<file path="config.mk">
export PLATFORM = sky130hd
export DESIGN_NAME = rjlc_unit
export DESIGN_NICKNAME = d
export VERILOG_FILES = /design/src/rtl/rjlc_pkg.sv /design/src/rtl/rjlc_disp_if.sv /design/src/rtl/rjlc_disp.sv /design/src/rtl/rjlc_unit.sv
export SDC_FILE = /design/constraint.sdc
export NUM_CORES = 1
export LEC_CHECK = 0
export BUFFER_PORTS_ARGS = -buffer_cell sky130_fd_sc_hd__buf_2
export CAP_MARGIN = 5
export CORE_MARGIN = 3
export CORE_UTILIZATION = 45
export CTS_CLUSTER_SIZE = 16
export DETAILED_ROUTE_END_ITERATION = 10
export PLACE_DENSITY = 0.73
export SLEW_MARGIN = 20
export SYNTH_ARGS = -nofsm -noshare
export SYNTH_HDL_FRONTEND = slang
export SYNTH_SLANG_ARGS = --single-unit
</file>
<file path="constraint.sdc">
create_clock -name clk_sys_i -period 5.8 [get_ports clk_sys_i]
set_input_delay 1.16 -clock clk_sys_i [delete_from_list [all_inputs] [get_ports clk_sys_i]]
set_output_delay 1.16 -clock clk_sys_i [all_outputs]
set_load 0.02 [all_outputs]
</file>
<file path="src/rtl/rjlc_pkg.sv">
package rjlc_pkg;

   // ***************************************************************
   // widths
   // ***************************************************************
   localparam int ADDR_W = 16;
   localparam int DATA_W = 8;
   localparam int SRC_W = 5;
   localparam int FLAG_W = 4;
   localparam int FRAME_W = ADDR_W + FLAG_W + 3;

   // ***************************************************************
   // opcodes and field positions
   // ***************************************************************
   localparam logic [7:0] OP_RELJ_IMM = 8'hCB;
   localparam logic [7:0] OP_RELJ_REG = 8'hCD;
   localparam logic [2:0] OP_RELJ_REG_SUB = 3'h4;
   localparam logic [15:0] OP_CALL_ABS = 16'hCE00;
   localparam logic [4:0] OP_ROTJ = 5'h13;
   localparam logic [6:0] OP_CALL_BIT = 7'h44;
   localparam int SRC_LSB = 0;
   localparam int SUB_LSB = 5;
   localparam int B_LSB = 5;
   localparam int M_LSB = 8;
   localparam int P_LSB = 5;
   localparam int S_BIT = 8;
   localparam int IMM_LSB = 0;

   // ***************************************************************
   // clock states per instruction
   // ***************************************************************
   localparam logic [2:0] TS_RELJ_IMM = 3'h3;
   localparam logic [2:0] TS_RELJ_REG = 3'h4;
   localparam logic [2:0] TS_ROTJ = 3'h4;
   localparam logic [2:0] TS_CALL = 3'h4;
   localparam logic [ADDR_W-1:0] CALL_WORDS = 16'h0001;

   // ***************************************************************
   // types
   // ***************************************************************
   typedef enum logic [1:0] {
      ST_IDLE = 2'h0,
      ST_FETCH = 2'h1,
      ST_CAPT = 2'h3,
      ST_FINISH = 2'h2
   } rjlc_state_e;

   typedef enum logic [2:0] {
      OP_NONE = 3'h0,
      OP_JIMM = 3'h1,
      OP_JREG = 3'h2,
      OP_RMK = 3'h3,
      OP_CALL = 3'h4,
      OP_CALLB = 3'h5
   } rjlc_op_e;

   typedef enum logic [1:0] {
      DM_IMM = 2'h0,
      DM_REG = 2'h1,
      DM_RMK = 2'h2
   } rjlc_dmode_e;

   typedef struct packed {
      rjlc_state_e state;
      rjlc_op_e op;
      logic [15:0] instr;
      logic [ADDR_W-1:0] pc;
      logic [DATA_W-1:0] rdata;
      logic [ADDR_W-1:0] word2;
      logic busy;
      logic [SRC_W-1:0] reg_sel;
      logic reg_rd;
      logic word2_req;
      logic [ADDR_W-1:0] word2_addr;
      logic pc_load;
      logic [ADDR_W-1:0] pc_out;
      logic stack_push;
      logic [FRAME_W-1:0] frame;
      logic illegal;
   } rjlc_st_s;

   localparam rjlc_st_s ST_RESET = '0;

   // ***************************************************************
   // helpers
   // ***************************************************************
   function automatic logic [ADDR_W-1:0] sext8(input logic [DATA_W-1:0] v);
      sext8 = {{(ADDR_W-DATA_W){v[DATA_W-1]}}, v};
   endfunction

endpackage

</file>
<file path="src/rtl/rjlc_disp_if.sv">
`timescale 1ns/1ps
interface rjlc_disp_if;
   import rjlc_pkg::*;
   rjlc_dmode_e mode;
   logic [DATA_W-1:0] imm;
   logic [DATA_W-1:0] src;
   logic [2:0] rot;
   logic [2:0] mask;
   logic [ADDR_W-1:0] disp;
   modport core (output mode, output imm, output src, output rot, output mask, input disp);
   modport calc (input mode, input imm, input src, input rot, input mask, output disp);
endinterface

</file>
<file path="src/rtl/rjlc_disp.sv">
`timescale 1ns/1ps
module rjlc_disp (
   rjlc_disp_if.calc dif
);
   import rjlc_pkg::*;

   // ***************************************************************
   // displacement forming
   // ***************************************************************
   function automatic logic [DATA_W-1:0] rotr8(input logic [DATA_W-1:0] v, input logic [2:0] b);
      logic [2*DATA_W-1:0] dbl;
      dbl = {v, v} >> b;
      rotr8 = dbl[DATA_W-1:0];
   endfunction

   logic [DATA_W-1:0] rot_copy;
   logic [DATA_W-1:0] masked;

   // RULE_06: rotate temporary copy
   // RULE_07: zero count no rotate
   assign rot_copy = rotr8(dif.src, dif.rot);
   // RULE_08: clear top and lsb
   assign masked = rot_copy & (8'hFF >> dif.mask) & 8'hFE;

   always_comb begin
      case (dif.mode)
         // RULE_01: sign extend immediate
         DM_IMM: dif.disp = sext8(dif.imm);
         // RULE_02: sign extend register
         DM_REG: dif.disp = sext8(dif.src);
         // RULE_09: even table entries
         DM_RMK: dif.disp = sext8(masked);
         default: dif.disp = '0;
      endcase
   end

endmodule // rjlc_disp

</file>
<file path="src/rtl/rjlc_unit.sv">
`timescale 1ns/1ps
// How it works
// RULE_01: immediate jump adds sign-extended 8-bit displacement to the program counter.
// RULE_02: register jump adds sign-extended byte of any active register.
// RULE_03: displacement base is the address after the jump, reach +127/-128.
// RULE_04: immediate jump decoded from upper byte 11001011, displacement low byte.
// RULE_05: immediate jump takes three states, register jump four.
// RULE_06: rotate-mask jump rotates a copy right by b, source untouched.
// RULE_07: rotate count 0 to 7, zero means no rotation.
// RULE_08: rotated copy loses top m bits and bit 0, then sign-extends.
// RULE_09: cleared bit 0 gives two-word table entries, reach +126/-128.
// RULE_10: rotate-mask base is next instruction address, any active register.
// RULE_11: conditional call proceeds only when register bit p equals s.
// RULE_12: taken conditional call pushes pc, flags, interrupt enable, banks.
// RULE_13: call target is a 16-bit absolute address loaded into pc.
// RULE_14: unconditional call always pushes return state then loads target.
// RULE_15: failed conditional call pushes nothing, continues after both words.
// RULE_16: none of these instructions write the ALU flags.
// RULE_17: saved bank selection holds separate low and high bank choices.
// RULE_18: unconditional call takes two plus two states.
module rjlc_unit #(
   parameter int PC_W = 16
) (
   input wire logic clk_sys_i,
   input wire logic reset_i,
   input wire logic start_i,
   input wire logic [15:0] instr_i,
   input wire logic [rjlc_pkg::ADDR_W-1:0] next_pc_i,
   input wire logic [rjlc_pkg::DATA_W-1:0] reg_data_i,
   input wire logic [rjlc_pkg::ADDR_W-1:0] word2_i,
   input wire logic [rjlc_pkg::FLAG_W-1:0] alu_flags_i,
   input wire logic global_interrupt_enable_i,
   input wire logic bank_a_alt_i,
   input wire logic bank_b_alt_i,
   output logic busy_o,
   output logic [rjlc_pkg::SRC_W-1:0] reg_sel_o,
   output logic reg_rd_o,
   output logic word2_req_o,
   output logic [rjlc_pkg::ADDR_W-1:0] word2_addr_o,
   output logic pc_load_o,
   output logic [rjlc_pkg::ADDR_W-1:0] pc_o,
   output logic stack_push_o,
   output logic [rjlc_pkg::FRAME_W-1:0] stack_frame_o,
   output logic flags_we_o,
   output logic illegal_o
);
   import rjlc_pkg::*;

   // ***************************************************************
   // parameter check
   // ***************************************************************
   if (PC_W != ADDR_W) begin : g_bad_width
      $error("rjlc_unit: program counter width must be 16");
   end

   // ***************************************************************
   // decoding
   // ***************************************************************
   function automatic rjlc_op_e decode(input logic [15:0] w);
      // RULE_04: immediate jump opcode
      if (w[15:8] == OP_RELJ_IMM) begin
         decode = OP_JIMM;
      end else if (w[15:8] == OP_RELJ_REG && w[SUB_LSB +: 3] == OP_RELJ_REG_SUB) begin
         decode = OP_JREG;
      end else if (w == OP_CALL_ABS) begin
         decode = OP_CALL;
      end else if (w[15:11] == OP_ROTJ) begin
         decode = OP_RMK;
      end else if (w[15:9] == OP_CALL_BIT) begin
         decode = OP_CALLB;
      end else begin
         decode = OP_NONE;
      end
   endfunction

   function automatic logic [2:0] ts_of(input rjlc_op_e op);
      case (op)
         OP_JIMM: ts_of = TS_RELJ_IMM;
         OP_JREG: ts_of = TS_RELJ_REG;
         OP_RMK: ts_of = TS_ROTJ;
         // RULE_18: calls four states
         default: ts_of = TS_CALL;
      endcase
   endfunction

   function automatic logic uses_reg(input rjlc_op_e op);
      uses_reg = (op == OP_JREG) || (op == OP_RMK) || (op == OP_CALLB);
   endfunction

   function automatic logic is_call(input rjlc_op_e op);
      is_call = (op == OP_CALL) || (op == OP_CALLB);
   endfunction

   // ***************************************************************
   // state and displacement unit
   // ***************************************************************
   rjlc_st_s st;
   rjlc_st_s next_st;
   rjlc_op_e in_op;
   logic bit_hit;
   logic [ADDR_W-1:0] ret_pc;
   logic [1:0] banks_in;
   rjlc_disp_if dif ();

   rjlc_disp u_disp (
      .dif(dif.calc)
   );

   assign in_op = decode(instr_i);
   assign banks_in = {bank_a_alt_i, bank_b_alt_i};
   assign ret_pc = st.pc + CALL_WORDS;
   // RULE_11: bit p against state s
   assign bit_hit = (st.rdata[st.instr[P_LSB +: 3]] == st.instr[S_BIT]);

   always_comb begin
      case (st.op)
         OP_JREG: dif.mode = DM_REG;
         OP_RMK: dif.mode = DM_RMK;
         default: dif.mode = DM_IMM;
      endcase
   end
   assign dif.imm = st.instr[IMM_LSB +: DATA_W];
   // RULE_10: any active register source
   assign dif.src = st.rdata;
   assign dif.rot = st.instr[B_LSB +: 3];
   assign dif.mask = st.instr[M_LSB +: 3];

   // ***************************************************************
   // sequencing
   // ***************************************************************
   always_comb begin
      next_st = st;
      next_st.pc_load = 1'b0;
      next_st.stack_push = 1'b0;
      next_st.reg_rd = 1'b0;
      next_st.word2_req = 1'b0;
      next_st.illegal = 1'b0;
      case (st.state)
         ST_IDLE: begin
            if (start_i) begin
               next_st.op = in_op;
               next_st.instr = instr_i;
               // RULE_03: base is following address
               next_st.pc = next_pc_i;
               if (in_op == OP_NONE) begin
                  next_st.illegal = 1'b1;
               end else begin
                  next_st.state = ST_FETCH;
                  next_st.busy = 1'b1;
                  next_st.reg_sel = instr_i[SRC_LSB +: SRC_W];
                  next_st.reg_rd = uses_reg(in_op);
                  next_st.word2_req = is_call(in_op);
                  next_st.word2_addr = next_pc_i;
               end
            end
         end
         ST_FETCH: begin
            next_st.state = ST_CAPT;
         end
         ST_CAPT: begin
            next_st.rdata = reg_data_i;
            next_st.word2 = word2_i;
            // RULE_05: three state immediate jump
            if (ts_of(st.op) == TS_RELJ_IMM) begin
               next_st.pc_load = 1'b1;
               next_st.pc_out = st.pc + dif.disp;
               next_st.state = ST_IDLE;
               next_st.busy = 1'b0;
            end else begin
               next_st.state = ST_FINISH;
            end
         end
         ST_FINISH: begin
            next_st.state = ST_IDLE;
            next_st.busy = 1'b0;
            next_st.pc_load = 1'b1;
            case (st.op)
               OP_JREG, OP_RMK: begin
                  next_st.pc_out = st.pc + dif.disp;
               end
               OP_CALL: begin
                  // RULE_14: unconditional push
                  // RULE_17: two bank choices saved
                  next_st.stack_push = 1'b1;
                  next_st.frame = {ret_pc, alu_flags_i, global_interrupt_enable_i, banks_in};
                  // RULE_13: absolute target
                  next_st.pc_out = st.word2;
               end
               OP_CALLB: begin
                  if (bit_hit) begin
                     // RULE_12: push on match
                     next_st.stack_push = 1'b1;
                     next_st.frame = {ret_pc, alu_flags_i, global_interrupt_enable_i, banks_in};
                     next_st.pc_out = st.word2;
                  end else begin
                     // RULE_15: skip both words
                     next_st.pc_out = ret_pc;
                  end
               end
               default: begin
                  next_st.pc_out = st.pc;
               end
            endcase
         end
         default: begin
            next_st = ST_RESET;
         end
      endcase
   end

   always_ff @(posedge clk_sys_i) begin
      if (reset_i) begin
         st <= ST_RESET;
      end else begin
         st <= next_st;
      end
   end

   // ***************************************************************
   // outputs
   // ***************************************************************
   assign busy_o = st.busy;
   assign reg_sel_o = st.reg_sel;
   assign reg_rd_o = st.reg_rd;
   assign word2_req_o = st.word2_req;
   assign word2_addr_o = st.word2_addr;
   assign pc_load_o = st.pc_load;
   assign pc_o = st.pc_out;
   assign stack_push_o = st.stack_push;
   assign stack_frame_o = st.frame;
   // RULE_16: flags never written
   assign flags_we_o = 1'b0;
   assign illegal_o = st.illegal;

   logic [DATA_W-1:0] imm_byte;
   logic [SRC_W-1:0] src_field;
   logic idle_start;
   assign imm_byte = instr_i[IMM_LSB +: DATA_W];
   assign src_field = instr_i[SRC_LSB +: SRC_W];
   assign idle_start = (st.state == ST_IDLE) && start_i;
endmodule // rjlc_unit

</file>
==> metrics.csv <==
metric,value,unit
outcome,"complete, no violations",
power.switching,0.558,mW
leakagePower,3.06,nW
crit_start,st[123],
synth.ff_latch_count,122,
avgSynthCellArea,7.56,um2
synth_common_cells,"nand2_1 (215), dfxtp_1 (122), a21oi_1 (119)",
cp.buffers_inverters,0,
reg2reg_from,st[123],
fmax,0.245,GHz
dieArea,17100,um2
cts_buffers,17,
critPathTopFamily,compound AO/OA/AOI/OAI gates,
ys_top_cells_by_area,"dfxtp_1 (35%), nand2_1 (12%), a21oi_1 (8.5%)",
grt-ovfl-total,0,
diodes,0,
grt_max_degree,79,
yosysWarnings,0,
area_growth,11.8,%
finalSetupViolCount,0,
rsz0062_at_grt,no,
cts_setup_buffers,0,
cp_slowest_cell,dfxtp_1,
crit_path_max_fanout,32,
drt_iter0_markers,423,
multi_input_area,3830,um2
power.density,282,nW/um2
vias,6593,
gp_congestion,0.944,
pwr-share-comb,9.0,%
tightest_slew,1050,ps
worstSetupPathType,reg -> reg,
yosysTopAreaCellShare,34.9,%
worstHoldStart,stack_frame_o[6],
cts.htree.levels,4,
ant_nets,0,
wl_met3,1.39,mm
routedWlPerCell,16.8,um
p_total,2.21,mW
groute.usage.overall,22.7,%
synth_ff_type,dfxtp_1,
period_share,70.4,%
dr.pass1.iters,5,
antenna_found_initial,0,
fin_nets,1038,
syn-cell-area,7000,um2
grt_pass1_wl,30.5,mm
cp_common_cell,a21oi_1,
switching_share,25.2,%
routed.top_layer,met4,
critical_path_required,6080,ps
synth-simple-area-share,22.7,%
seqPwrFrac,40.7,%
start_util,47.1,%
min_period,4080,ps
hold_path.class,reg -> reg,
cts_tree,done,
clkSinkCount,122,
synthArstFlopShare,0,%
synth_cell_types,68,
peakVddDrop,0.000232,V
cts_hold_buf,0,
synth_compound_area_share,20.8,%
drv_cap,0,
crit_path_cell_trace,nand2b_1 > nand2_1 > o21ai_0 > ha_1 > fa_1 > a211oi_1 > nor2_1 > a21oi_1 > a21oi_1 > a21o_1 > a221oi_1 > a21oi_1,
cts_resized,0,
clkTransAtPathRegs,50,ps
intPower,1.65,mW
syn-num-nets,1009,
wl_met1,8.50,mm
cp.arrival,4370,ps
drc,0,
end_kind,flip-flop,
maxSlewHeadroom,30.0,%
synthCells,926,
synth.most_common_cell,nand2_1,
grt_pass1_vias,6039,
yosysTopAreaCell,dfxtp_1,
hpwl,14.0,mm
synth_top_family_by_area,simple AND/OR/NAND/NOR gates,
std_cell_rows,44,
crit_path_start_kind,flip-flop,
vias_per_cell,5.72,
cpPeakStageDelay,1010,ps
fp.dieH,131,um
io_buffers,131,
hold_viol_final,0,
synth_enable_flop_cells,0,
regArea,2440,um2
drive_above_1_share,18.5,%
pwr-share-clk,50.3,%
core_area,14900,um2
holdWs,449,ps
ys_seq_area_share,34.9,%
cts_root_buffer,clkbuf_16,
met2_length,8.67,mm
clk_latency,420,ps
io_pins,133,
slew_viol_final,0,
tns,0,ps
cts.path.max_buffers,2,
synth-xor-area-share,2.88,%
nFillCells,1431,
routed_wl,19.3,mm
skew,7.89,ps
synth_mux_area_share,4.84,%
dieWidth,131,um
synthAdderAreaFrac,3.29,%
-- kinds of logic after synthesis --
kind of cell,after synthesis
AND/OR/NAND/NOR,365
XOR/XNOR,23
AO/OA/AOI/OAI,241
flip-flops,122
buffers and inverters,130
multiplexers,26
other,1
adder cells (fa/ha/maj),18
-- state kept, by name (all words and copies together), names as in the netlist --
signal and count:
busy_o 1, dif.imm 8, dif.mask 3, dif.src 8, illegal_o 1, pc_load_o 1, pc_o 16, reg_rd_o 1
reg_sel_o 5, st 37, stack_frame_o 23, stack_push_o 1, word2_addr_o 16, word2_req_o 1
-- layer usage --
layer	vias to the layer above	track usage (%)
met5	-	0
met4	0	11.2
met3	52	5.33
met2	269	35.3
met1	3037	29.8
li1	3235	-
-- tightest hold or removal path, delay by kind of cell (launching register included) --
family	cells	cell delay, ps
AOI/OAI and AO/OA	1	50
DFF	1	300
and+or+nand+nor	1	50
-- cells in the final DEF, fill, tap and decap left out, types with 5 or more instances in the layout --
cell,netlist,routed
a22oi_1,7,7
clkinv_4,0,5
nand3_1,17,17
a21oi_1,119,119
ha_1,16,16
nor2b_1,8,8
o21ai_1,11,11
buf_2,5,130
inv_1,5,5
o21ai_0,20,20
xnor2_1,11,11
a21o_1,6,6
nand4_1,7,7
and2_1,8,7
mux4_2,5,5
mux2i_1,17,17
nor3_1,13,12
clkbuf_16,0,17
nand2b_1,7,7
dfxtp_1,122,122
a31oi_1,8,8
o22ai_1,9,9
nand3b_1,5,5
nor2_1,60,60
and3_1,7,7
xor2_1,12,12
a211oi_1,24,24
nand2_1,215,215
-- through the flow --
step / instances / utilization [%] / cell area (um2) / setup WS (ps)
after global routing: 1152 / 52.7 / 7830 / 1330
after floorplan: 926 / - / 7000 / 2240
after CTS: 1152 / 52.7 / 7830 / 1790
after global placement: 1120 / 48.4 / 7200 / 1930
final: 1152 / 52.7 / 7830 / 1720
after detailed placement: 1120 / 48.4 / 7200 / 1820
-- power groups by stage --
stage | Clock, mW | Combinational [mW] | Sequential [mW]
after global routing | 1.17 | 0.222 | 0.903
after detailed placement | 0 | 0.196 | 0.917
after floorplan | 0 | 0.157 | 0.887
after global placement | 0 | 0.194 | 0.916
final | 1.11 | 0.198 | 0.901
after CTS | 1.13 | 0.197 | 0.899
-- worst paths after layout --
check                     end  slack [ps]  cells past startpoint
min reg2reg  stack_frame_o[6]         450                      2
min          stack_frame_o[6]         450                      2
max                  pc_o[12]        1720                     12
max reg2reg          pc_o[12]        1720                     12
-- area by class of cell --
| type | count | area share [%] |
|---|---|---|
| clock inverters | 15 | 2.56 |
| inverters | 6 | 0.288 |
| well taps | 184 | 2.94 |
| flip-flops and latches | 122 | 31.2 |
| clock buffers | 17 | 5.43 |
| multi-input cells | 674 | 48.9 |
| repair buffers | 134 | 8.70 |
No activity file was read; power rests on OpenSTA's default activity.
